### src/pdc_map.svh
/*
 * offsets, field positions, reset values and timing in nanoseconds of the pll control block.
 * assumes one 40 MHz core clock; ratio fields hold ratio minus one.
 */
`ifndef PDC_MAP_SVH
`define PDC_MAP_SVH

// ----------------------------------------
// register offsets
// ----------------------------------------
`define PDC_OFS_CTRL     8'h00
`define PDC_OFS_REFDIV   8'h04
`define PDC_OFS_INDIV    8'h08
`define PDC_OFS_FBDIV1   8'h0C
`define PDC_OFS_FBDIV2   8'h10
`define PDC_OFS_PSDIV    8'h14
`define PDC_OFS_STATUS   8'h18

// ----------------------------------------
// control fields
// ----------------------------------------
`define PDC_CTRL_SOFT    0
`define PDC_CTRL_REFSEL  1
`define PDC_CTRL_RES_LO  4
`define PDC_CTRL_RES_HI  6
`define PDC_CTRL_CAP_LO  8
`define PDC_CTRL_CAP_HI  10

// ----------------------------------------
// reset values
// ----------------------------------------
`define PDC_RST_CTRL     11'h000
`define PDC_RST_REFDIV   4'h0
`define PDC_RST_INDIV    14'h0000
`define PDC_RST_FBDIV1   8'h03
`define PDC_RST_FBDIV2   10'h009
`define PDC_RST_PSA      8'h03
`define PDC_RST_PSB      8'h03

// ----------------------------------------
// timing
// ----------------------------------------
`define PDC_CLK_PERIOD_NS 25
`define PDC_SETTLE_NS     100000
`define PDC_CAL_NS        1600

`endif

### src/pdc_pkg.sv
/*
 * types of the pll control block.
 * assumes nothing beyond a SystemVerilog compiler.
 */
package pdc_pkg;
	typedef enum logic [1:0] {
		ST_HOLD,
		ST_SETTLE,
		ST_CAL,
		ST_RUN
	} pdc_state_e;

	typedef logic [13:0] pdc_ratio_t;
endpackage

### src/pdc_pll_ctrl.sv
/*
 * reset and vco calibration sequencer, counter dividers, prescalers and
 * phase detector of the pll, with a plain register port.
 * assumes pins are synchronous levels and clock ticks are synchronous one-cycle pulses on core_clk.
 */
`timescale 1ns/10ps
`include "pdc_map.svh"

module pdc_pll_ctrl (
	// clock and reset
	input  wire logic        core_clk,
	input  wire logic        rstn,
	// control pins
	input  wire logic        powerDownN,
	input  wire logic        resetPinLow,
	input  wire logic        supplyOk,
	// clock ticks, one per input period
	input  wire logic        primaryRefTick,
	input  wire logic        secondaryRefTick,
	input  wire logic        vcoTick,
	// register port
	input  wire logic [7:0]  regAddr,
	input  wire logic [31:0] regWrData,
	input  wire logic        regWrEn,
	input  wire logic        regRdEn,
	output logic      [31:0] regRdData,
	// divider and phase detector
	output logic             prescalerAOut,
	output logic             prescalerBOut,
	output logic             phaseDetRef,
	output logic             phaseDetFb,
	output logic             chargePumpUp,
	output logic             chargePumpDown,
	// sequencer and filter
	output logic             outputsHeld,
	output logic             calActive,
	output logic      [2:0]  internalFilterResistor,
	output logic      [2:0]  internalFilterCapacitor
);
	localparam int SETTLE_CYC = (`PDC_SETTLE_NS + `PDC_CLK_PERIOD_NS - 1) / `PDC_CLK_PERIOD_NS;
	localparam int CAL_CYC    = (`PDC_CAL_NS + `PDC_CLK_PERIOD_NS - 1) / `PDC_CLK_PERIOD_NS;
	localparam logic [11:0] SETTLE_END = 12'(SETTLE_CYC - 1);
	localparam logic [11:0] CAL_END    = 12'(CAL_CYC - 1);

	pdc_pkg::pdc_state_e state_q;
	logic [10:0] ctrl_q;
	logic [3:0]  refDiv_q;
	logic [13:0] inDiv_q;
	logic [7:0]  fbDiv1_q;
	logic [9:0]  fbDiv2_q;
	logic [7:0]  psA_q;
	logic [7:0]  psB_q;
	logic [11:0] timer_q;
	logic        softPrev_q;
	logic        pumpUp_q;
	logic        pumpDn_q;
	logic        held_q;
	logic        calAct_q;
	logic [31:0] rdData_q;
	logic [2:0]  filterRes_q;
	logic [2:0]  filterCap_q;
	logic        pinsHigh;
	logic        softStart;
	logic        running;
	logic        wrOk;
	logic [5:0]  divIn;
	logic [5:0]  divOut;
	pdc_pkg::pdc_ratio_t divRatio [6];

	assign pinsHigh  = powerDownN && resetPinLow;
	assign softStart = softPrev_q && !ctrl_q[`PDC_CTRL_SOFT];
	assign running   = state_q == pdc_pkg::ST_RUN;
	assign wrOk      = regWrEn && pinsHigh;

	// ----------------------------------------
	// reset and calibration sequencer
	// ----------------------------------------
	always_ff @(posedge core_clk) begin
		if (!rstn || !pinsHigh) begin
			state_q <= pdc_pkg::ST_HOLD;
			timer_q <= 12'h000;
		end else begin
			timer_q <= timer_q + 12'h001;
			case (state_q)
				pdc_pkg::ST_HOLD: begin
					state_q <= pdc_pkg::ST_SETTLE;
					timer_q <= 12'h000;
				end
				pdc_pkg::ST_SETTLE: begin
					if (softStart) begin
						timer_q <= 12'h000;
					end else if (timer_q >= SETTLE_END) begin
						timer_q <= SETTLE_END;
						if (supplyOk) begin
							state_q <= pdc_pkg::ST_CAL;
							timer_q <= 12'h000;
						end
					end
				end
				pdc_pkg::ST_CAL: begin
					if (softStart) begin
						state_q <= pdc_pkg::ST_SETTLE;
						timer_q <= 12'h000;
					end else if (timer_q == CAL_END) begin
						state_q <= pdc_pkg::ST_RUN;
					end
				end
				pdc_pkg::ST_RUN: begin
					if (softStart) begin
						state_q <= pdc_pkg::ST_SETTLE;
						timer_q <= 12'h000;
					end
				end
				default: begin
					state_q <= pdc_pkg::ST_HOLD;
				end
			endcase
		end
	end

	// outputs stay quiet until calibration has finished
	always_ff @(posedge core_clk) begin
		if (!rstn) begin
			held_q <= 1'b1;
			calAct_q <= 1'b0;
		end else begin
			held_q <= !running || softStart || !pinsHigh;
			calAct_q <= pinsHigh && state_q == pdc_pkg::ST_CAL;
		end
	end

	// ----------------------------------------
	// register bank
	// ----------------------------------------
	// pins low force defaults, so a pin release always starts from them
	always_ff @(posedge core_clk) begin
		if (!rstn || !pinsHigh) begin
			ctrl_q   <= `PDC_RST_CTRL;
			refDiv_q <= `PDC_RST_REFDIV;
			inDiv_q  <= `PDC_RST_INDIV;
			fbDiv1_q <= `PDC_RST_FBDIV1;
			fbDiv2_q <= `PDC_RST_FBDIV2;
			psA_q    <= `PDC_RST_PSA;
			psB_q    <= `PDC_RST_PSB;
		end else if (wrOk) begin
			case (regAddr)
				`PDC_OFS_CTRL: begin
					ctrl_q <= regWrData[10:0];
				end
				`PDC_OFS_REFDIV: begin
					refDiv_q <= regWrData[3:0];
				end
				`PDC_OFS_INDIV: begin
					inDiv_q <= regWrData[13:0];
				end
				`PDC_OFS_FBDIV1: begin
					fbDiv1_q <= regWrData[7:0];
				end
				`PDC_OFS_FBDIV2: begin
					fbDiv2_q <= regWrData[9:0];
				end
				`PDC_OFS_PSDIV: begin
					psA_q <= regWrData[7:0];
					psB_q <= regWrData[15:8];
				end
				default: begin
				end
			endcase
		end
	end

	always_ff @(posedge core_clk) begin
		if (!rstn || !pinsHigh) begin
			softPrev_q <= 1'b0;
		end else begin
			softPrev_q <= ctrl_q[`PDC_CTRL_SOFT];
		end
	end

	always_ff @(posedge core_clk) begin
		if (!rstn) begin
			rdData_q <= 32'h00000000;
		end else if (regRdEn) begin
			case (regAddr)
				`PDC_OFS_CTRL:   rdData_q <= {21'h000000, ctrl_q};
				`PDC_OFS_REFDIV: rdData_q <= {28'h0000000, refDiv_q};
				`PDC_OFS_INDIV:  rdData_q <= {18'h00000, inDiv_q};
				`PDC_OFS_FBDIV1: rdData_q <= {24'h000000, fbDiv1_q};
				`PDC_OFS_FBDIV2: rdData_q <= {22'h000000, fbDiv2_q};
				`PDC_OFS_PSDIV:  rdData_q <= {16'h0000, psB_q, psA_q};
				`PDC_OFS_STATUS: rdData_q <= {28'h0000000, held_q, supplyOk, state_q};
				default:         rdData_q <= 32'h00000000;
			endcase
		end else begin
			rdData_q <= 32'h00000000;
		end
	end

	always_ff @(posedge core_clk) begin
		if (!rstn) begin
			filterRes_q <= 3'h0;
			filterCap_q <= 3'h0;
		end else begin
			filterRes_q <= ctrl_q[`PDC_CTRL_RES_HI:`PDC_CTRL_RES_LO];
			filterCap_q <= ctrl_q[`PDC_CTRL_CAP_HI:`PDC_CTRL_CAP_LO];
		end
	end

	// ----------------------------------------
	// divider chain
	// ----------------------------------------
	// 0 ref, 1 input, 2 fb stage 1, 3 fb stage 2, 4 prescaler a, 5 prescaler b
	always_comb begin
		divIn[0]    = primaryRefTick;
		divIn[1]    = ctrl_q[`PDC_CTRL_REFSEL] ? secondaryRefTick : divOut[0];
		divIn[2]    = divOut[4];
		divIn[3]    = divOut[2];
		divIn[4]    = vcoTick;
		divIn[5]    = vcoTick;
		divRatio[0] = {10'h000, refDiv_q};
		divRatio[1] = inDiv_q;
		divRatio[2] = {6'h00, fbDiv1_q};
		divRatio[3] = {4'h0, fbDiv2_q};
		divRatio[4] = {6'h00, psA_q};
		divRatio[5] = {6'h00, psB_q};
	end

	for (genvar i = 0; i < 6; i++) begin : g_div
		logic [13:0] cnt_q;
		logic        out_q;
		always_ff @(posedge core_clk) begin
			if (!rstn || !running) begin
				cnt_q <= 14'h0000;
				out_q <= 1'b0;
			end else begin
				out_q <= divIn[i] && (cnt_q >= divRatio[i]);
				if (divIn[i]) begin
					cnt_q <= (cnt_q >= divRatio[i]) ? 14'h0000 : cnt_q + 14'h0001;
				end
			end
		end
		assign divOut[i] = out_q;

		a_div_period: assert property (@(posedge core_clk) disable iff (!rstn)
			running && $past(running) && divIn[i] && cnt_q >= divRatio[i] |=> divOut[i] || !running)
			else $error("divider missed its terminal count");
	end

	// ----------------------------------------
	// phase detector
	// ----------------------------------------
	// both pulses at once cancel, as a reset race would in a real detector
	always_ff @(posedge core_clk) begin
		if (!rstn || !running) begin
			pumpUp_q <= 1'b0;
			pumpDn_q <= 1'b0;
		end else begin
			pumpUp_q <= (pumpUp_q || divOut[1]) && !(pumpDn_q || divOut[3]);
			pumpDn_q <= (pumpDn_q || divOut[3]) && !(pumpUp_q || divOut[1]);
		end
	end

	assign regRdData               = rdData_q;
	assign prescalerAOut           = divOut[4];
	assign prescalerBOut           = divOut[5];
	assign phaseDetRef             = divOut[1];
	assign phaseDetFb              = divOut[3];
	assign chargePumpUp            = pumpUp_q;
	assign chargePumpDown          = pumpDn_q;
	assign outputsHeld             = held_q;
	assign calActive               = calAct_q;
	assign internalFilterResistor  = filterRes_q;
	assign internalFilterCapacitor = filterCap_q;

	// ----------------------------------------
	// checks
	// ----------------------------------------
	a_pin_hold: assert property (@(posedge core_clk) disable iff (!rstn)
		!pinsHigh |=> state_q == pdc_pkg::ST_HOLD && outputsHeld)
		else $error("pin low did not hold reset");
	a_pin_defaults: assert property (@(posedge core_clk) disable iff (!rstn)
		!pinsHigh |=> refDiv_q == `PDC_RST_REFDIV && fbDiv1_q == `PDC_RST_FBDIV1)
		else $error("defaults not reloaded");
	a_release_settle: assert property (@(posedge core_clk) disable iff (!rstn)
		state_q == pdc_pkg::ST_HOLD && pinsHigh && rstn |=> state_q == pdc_pkg::ST_SETTLE)
		else $error("release did not start sequence");
	a_soft_keep: assert property (@(posedge core_clk) disable iff (!rstn)
		softStart && pinsHigh && !wrOk |=> $stable(inDiv_q) && state_q == pdc_pkg::ST_SETTLE)
		else $error("soft reset lost settings");
	a_cal_gate: assert property (@(posedge core_clk) disable iff (!rstn)
		state_q == pdc_pkg::ST_SETTLE && (!supplyOk || timer_q < SETTLE_END)
		|=> state_q != pdc_pkg::ST_CAL)
		else $error("calibration started early");
	a_cal_held: assert property (@(posedge core_clk) disable iff (!rstn)
		calActive |-> outputsHeld && !prescalerAOut && !prescalerBOut)
		else $error("clock active during calibration");
	a_run_normal: assert property (@(posedge core_clk) disable iff (!rstn)
		running |-> $past(pinsHigh) && $past(state_q) != pdc_pkg::ST_HOLD)
		else $error("running without pins high");
	a_pump_up: assert property (@(posedge core_clk) disable iff (!rstn)
		running && divOut[1] && !divOut[3] && !pumpDn_q |=> chargePumpUp || !running)
		else $error("pump up missing");
	a_filter_sel: assert property (@(posedge core_clk) disable iff (!rstn)
		##1 internalFilterResistor == $past(ctrl_q[`PDC_CTRL_RES_HI:`PDC_CTRL_RES_LO]))
		else $error("filter select not applied");

	c_calibrated: cover property (@(posedge core_clk) disable iff (!rstn)
		state_q == pdc_pkg::ST_CAL ##1 running);
	c_soft_recal: cover property (@(posedge core_clk) disable iff (!rstn)
		running && softStart);
	c_pump_down: cover property (@(posedge core_clk) disable iff (!rstn) chargePumpDown);
	c_secondary: cover property (@(posedge core_clk) disable iff (!rstn)
		ctrl_q[`PDC_CTRL_REFSEL] && phaseDetRef);
endmodule

### config.mk
export PLATFORM = sky130hd
export DESIGN_NAME = pdc_pll_ctrl
export DESIGN_NICKNAME = d
export VERILOG_FILES = /design/src/pdc_pkg.sv /design/src/pdc_pll_ctrl.sv
export VERILOG_INCLUDE_DIRS = /design/src /design/src/src
export SDC_FILE = /design/constraint.sdc
export NUM_CORES = 1
export LEC_CHECK = 0
export ABC_AREA = 1
export BUFFER_PORTS_ARGS = -buffer_cell sky130_fd_sc_hd__buf_2
export CORE_ASPECT_RATIO = 0.5
export CORE_MARGIN = 3
export CORE_UTILIZATION = 61
export CTS_BUF_LIST = sky130_fd_sc_hd__clkbuf_4
export CTS_CLUSTER_SIZE = 20
export DETAILED_ROUTE_END_ITERATION = 12
export PLACE_DENSITY_LB_ADDON = 0.08
export RECOVER_POWER = 25
export SLEW_MARGIN = 20
export SYNTH_ARGS = -nofsm -noshare
export SYNTH_HDL_FRONTEND = slang
export SYNTH_SLANG_ARGS = --single-unit
### constraint.sdc
create_clock -name core_clk -period 2.1 [get_ports core_clk]
set_input_delay 0.21 -clock core_clk [delete_from_list [all_inputs] [get_ports core_clk]]
set_output_delay 0.21 -clock core_clk [all_outputs]
set_load 0.005 [all_outputs]
==> Word level (Yosys, flattened, before mapping) <==
Index checks and enable logic that the tools add are counted.
{ "classes": {"add_sub_neg": 7, "n_lt_le_gt_ge": 7, "eq_ne": 15, "muxes": 20, "n_reduce_logical": 35} }
{ "ops": {"columns": ["operator", "count"], "rows": [
  ["case mux 16 bit (7 select lines)", 1],
  ["adder 14 x 1 -> 14 bit, second input constant", 6],
  ["2-to-1 mux 14 bit", 6],
  ["2-to-1 mux 12 bit", 4],
  [">= comparator 14 x 8 -> 1 bit", 3],
  ["case mux 12 bit (3 select lines)", 1],
  ["equality test 8 x 5 -> 1 bit, second input constant", 3],
  ["equality test 8 x 4 -> 1 bit, second input constant", 2],
  [">= comparator 14 x 10 -> 1 bit", 1],
  [">= comparator 14 bit", 1],
  [">= comparator 14 x 4 -> 1 bit", 1],
  ["AND reduction 2 bit", 7],
  ["adder 12 x 1 -> 12 bit, second input constant", 1],
  ["equality test 12 x 6 -> 1 bit, second input constant", 1],
  [">= comparator 12 bit, second input constant", 1],
  ["logical AND 1 bit", 12],
  ["2-to-1 mux 2 bit", 6],
  ["equality test 8 x 3 -> 1 bit, second input constant", 1],
  ["logical NOT 8 bit", 1],
  ["!= test 2 bit, second input constant", 4],
  ["case mux 2 bit (4 select lines)", 1],
  ["logical NOT 1 bit", 6],
  ["logical OR 1 bit", 6],
  ["AND reduction 5 bit", 1],
  ["6 further kinds", 7]
]} }
{ "totals": {"ff_bits": 210, "input_bits": 50, "out_inout_bits": 46, "word_cells": 113} }

==> Depth between registers and ports, before layout <==
{ "depth": {"depth_word": 4, "ltp_mapped": 12, "ltp_nobuf": 12} }

==> Worst setup path before layout <==
Ideal clock, no wire load.
{ "synth_timing": {"kind": "register to register", "startpoint": "register inDiv_q[13]", "endpoint": "register g_div[1].cnt_q[11]", "setup_ns": 0.123, "t_arrival_ns": 1.424, "t_required_ns": 1.977, "path_slack_ns": 0.554, "path_stages_with_launch": 12, "n_path_buf": 0, "period_less_slack_ns": 1.546, "cell_sequence": "dfxtp_1 > inv_1 > ha_1 > nand2_1 > nor2_1 > nand2_1 > nor2_1 > nor2_1 > nand3_1 > nand2_1 > nand2_1 > nor2_1"} }
{ "synth_via": {"elab_chain_len": 2} }
{ "synth_rtl": {"columns": ["element", "line", "source"], "rows": [
  ["from (decl)", "pdc_pll_ctrl.sv:48", "logic [13:0] inDiv_q;"],
  ["from (signal assigned)", "pdc_pll_ctrl.sv:140", "inDiv_q <= `PDC_RST_INDIV;"],
  ["from (signal assigned)", "pdc_pll_ctrl.sv:154", "inDiv_q <= regWrData[13:0];"],
  [">= comparator 14 bit", "pdc_pll_ctrl.sv:238", "cnt_q <= (cnt_q >= divRatio[i]) ? 14'h0000 : cnt_q + 14'h0001;"],
  ["2-to-1 mux 14 bit", "pdc_pll_ctrl.sv:238", null],
  ["to (signal assigned)", "pdc_pll_ctrl.sv:238", null],
  ["to (decl)", "pdc_pll_ctrl.sv:229", "logic [13:0] cnt_q;"]
]} }
No other way between the ends.
A chain may end at the register's enable or synchronous reset.

==> Final worst setup path <==
{ "layout_timing": {"startpoint": "register state_q[0]", "endpoint": "register g_div[2].cnt_q[3]"} }
{ "layout_via": {"elab_chain_len": 3} }
{ "layout_rtl": {"columns": ["element", "line", "source"], "rows": [
  ["from (decl)", "pdc_pll_ctrl.sv:45", "pdc_pkg::pdc_state_e state_q;"],
  ["from (signal assigned)", "pdc_pll_ctrl.sv:80", "state_q <= pdc_pkg::ST_HOLD;"],
  ["from (signal assigned)", "pdc_pll_ctrl.sv:86", "state_q <= pdc_pkg::ST_SETTLE;"],
  ["from (signal assigned)", "pdc_pll_ctrl.sv:95", "state_q <= pdc_pkg::ST_CAL;"],
  ["equality test 2 bit", "pdc_pll_ctrl.sv:72", "assign running = state_q == pdc_pkg::ST_RUN;"],
  ["logical NOT 1 bit", "pdc_pll_ctrl.sv:232", "if (!rstn || !running) begin"],
  ["logical OR 1 bit", "pdc_pll_ctrl.sv:232", null],
  ["to (signal assigned)", "pdc_pll_ctrl.sv:238", null],
  ["to (decl)", "pdc_pll_ctrl.sv:229", null]
]} }
No other way between the ends.

==> flow_summary.toml <==
[synth]
synth-async-reset-ratio_pct = 0
ys_types = 48
synth_edf_count = 0
ys.flop_type = "dfxtp_1"
synth_warnings = 0
yosys_register_bits = 194
synth_cells = 1243
syn_area_per_cell_sq_um = 7.557
yosysSeqAreaShare_pct = 41.35
syn_area_sq_mm = 0.009393

[worst_setup_path]
cp_common_cell = "nand2_1"
cp-end-kind = "flop"
worst_ep_required_time_ns = 2.62
start_kind = "flop"
worst-r2r-setup-slack_ns = 0.26
critical_path_class = "reg -> reg"
arrival_ns = 2.36
crit_path_cell_trace = "ha_1 > nand2_1 > inv_1 > nand2_1 > nor2_1"
critPathSlowestCell = "inv_1"
crit_fanout = 11
slowest_delay_ns = 0.47

[global_route]
grt_pass1_vias = 7377
grt_start_max_net_pins = 56
antenna_found_initial = 0
grt_overflow = 0
grtUsageTotal_pct = 26.20
grt_pass1_wl_mm = 35.90

[cts]
cts_setup_buffers = 0
cts_tree = "yes"
worst_skew_pair.late_latency_ns = 0.61
cts_htree_levels = 4
clock_sinks = 194
cts_buffers = 17
cts_root_buf = "clkbuf_4"
clockBufferDepth = 2
clk_pin_slew_ns = 0.17

[finish]
mostFrequentLayoutCell = "nand2_1"
final_core_util_pct = 69.60
diodes = 0
finalInstanceArea_sq_mm = 0.01028
final_cell_mix = "nand2_1, dfxtp_1, nor2_1"
syn2layout_area_growth_pct = 9.498
nets = 1441
layout-drive-gt1-share_pct = 10.07

[run_status]
status = "finished clean"

[placed_design]
dp_hpwl_mm = 16.42
port_buffers = 63
dpl_cell_area_sq_mm = 0.009826
dp_slack_ns = 0.2883
routabilityCongestion = 0.9723

[floorplanning]
core_sq_mm = 0.01478
chipHeight_um = 93.75
io_pins = 96
num_rows = 31
dieArea_sq_mm = 0.01701
start_util_pct = 63.56
die_x_um = 181.5

[drt]
drt_wl_total_mm = 21.82
drt-pass1-iter-count = 5
drtIter0Drc = 616
final_antenna_net_count = 0
drc_errors = 0
vias = 8085
routedWlPerCell_um = 14.19
via_per_inst = 5.257

[power]
power.total_mw = 5.871
max-vdd-ir-drop_mv = 0.3613
power.leakage_nw = 4.340
power_density_mw_per_mm2 = 570.8

[timing]
fin_ws_ns = 0.2592
slew_headroom_pct = 59.66
setup_viol = 0
fin_skew_ns = 0.03504
clock.fmax_ghz = 0.5433
finalSetupTns_ns = 0
slew_violations = 0
fin_crit_ns = 1.841
hold_viol = 0
timing.final.crit_share_pct = 87.66
worst_pin_slew_ns = 0.6044
rsz0062_at_grt = "no"

[run]
maxCapViolations = 0

[min_path]
hold_class = "in -> reg"
==> stage by stage <==
step	std cells	hold slack, ns
final	1538	0.07233
after global routing	1538	0.1055
after CTS	1538	0.05628
after detailed placement	1487	0.4270
after global placement	1487	0.4226
after floorplan	1258	0.3364
==> cell type report <==
class	count	area, sq um
Tap cell	198	247.7
Sequential cell	194	3884
Fill cell	1286	4493
Inverter	167	628.1
Multi-Input combinational cell	856	4669
Timing Repair Buffer	91	580.6
Clock buffer	17	127.6
Clock inverter	15	147.6
==> metal layers <==
layer  vias to the layer above  global-route usage [%]  share of wire, %
li1                       4149                       -                 -
met1                      3677                   36.05                49
met2                       229                   42.60                44
met3                        30                   5.104               5.6
met4                         0                   6.903               1.4
met5                         -                       0                 0
==> repair_timing <==
item,4_1_cts,5_1_grt
hold buffers,19,0
hold endpoints to repair,70,0
gates resized for setup,0,1
setup endpoints to repair,0,8
==> critical path, delay by kind of cell (launching register included) <==
kind / cells / cell delay (ns)
adder cells (fa/ha/maj): 1 / 0.22
buffers and inverters: 1 / 0.47
AND/OR/NAND/NOR: 3 / 0.61
flip-flops: 1 / 0.45
==> logic make-up (layout without fill, tap and decap cells) <==
group,count (synthesis),count (layout),share of synthesized area [%]
flops,194,194,41.35
fa+ha+maj,64,64,8.525
other cells,1,16,0.03992
simple gates,537,537,25.48
mux,5,5,0.5329
compound gates,200,200,11.38
xor+xnor,34,34,3.170
buf+inv,208,290,9.524
==> state kept, by name, indices dropped and copies added, names as in the netlist, 2 cells and up <==
register / flops
state_q: 2
psA_q: 8
ctrl_q: 11
fbDiv1_q: 8
fbDiv2_q: 10
internalFilterResistor: 3
g_div.out_q: 2
timer_q: 12
refDiv_q: 4
internalFilterCapacitor: 3
inDiv_q: 14
g_div.cnt_q: 84
psB_q: 8
regRdData: 16
==> synthesized netlist by cell type, types with 5 or more instances <==
master | count | share of area, %
o21bai_1 | 5 | 0.40
a21oi_1 | 84 | 4.5
buf_6 | 5 | 0.60
clkbuf_1 | 10 | 0.40
nand3_1 | 37 | 2.0
o211ai_1 | 6 | 0.48
nor3b_1 | 9 | 0.72
xor2_1 | 23 | 2.1
nand4_1 | 25 | 1.7
mux2i_1 | 5 | 0.53
nor2_1 | 175 | 7.0
ha_1 | 64 | 8.5
nor3_1 | 37 | 2.0
inv_1 | 159 | 6.4
nand2_1 | 225 | 9.0
buf_2 | 9 | 0.48
buf_4 | 17 | 1.4
o21ai_0 | 89 | 4.7
dfxtp_1 | 194 | 41
inv_2 | 6 | 0.24
xnor2_1 | 11 | 1.0
==> report_power, final <==
| part | switching (mW) | internal, mW | total, mW |
|---|---|---|---|
| Clock | 1.44 | 0.525 | 1.97 |
| Combinational | 0.139 | 0.0749 | 0.214 |
| Sequential | 0.00197 | 3.69 | 3.69 |
| Total | 1.59 | 4.29 | 5.87 |
==> path summary, 6_finish.rpt <==
| check | depth (start not counted) | endpoint | startpoint |
|---|---|---|---|
| worst min register to register | 2 | internalFilterResistor[2]$_SDFF_PN0_ | ctrl_q[6]$_SDFFE_PP0P_ |
| worst max register to register | 5 | g_div[2].cnt_q[3]$_SDFFE_PP0P_ | state_q[0]$_SDFFE_PP0P_ |
| worst min-delay path | 6 | outputsHeld$_SDFF_PN1_ | resetPinLow |
| worst max-delay path | 5 | g_div[2].cnt_q[3]$_SDFFE_PP0P_ | state_q[0]$_SDFFE_PP0P_ |
Note: power is estimated with default switching activity, not from simulation.
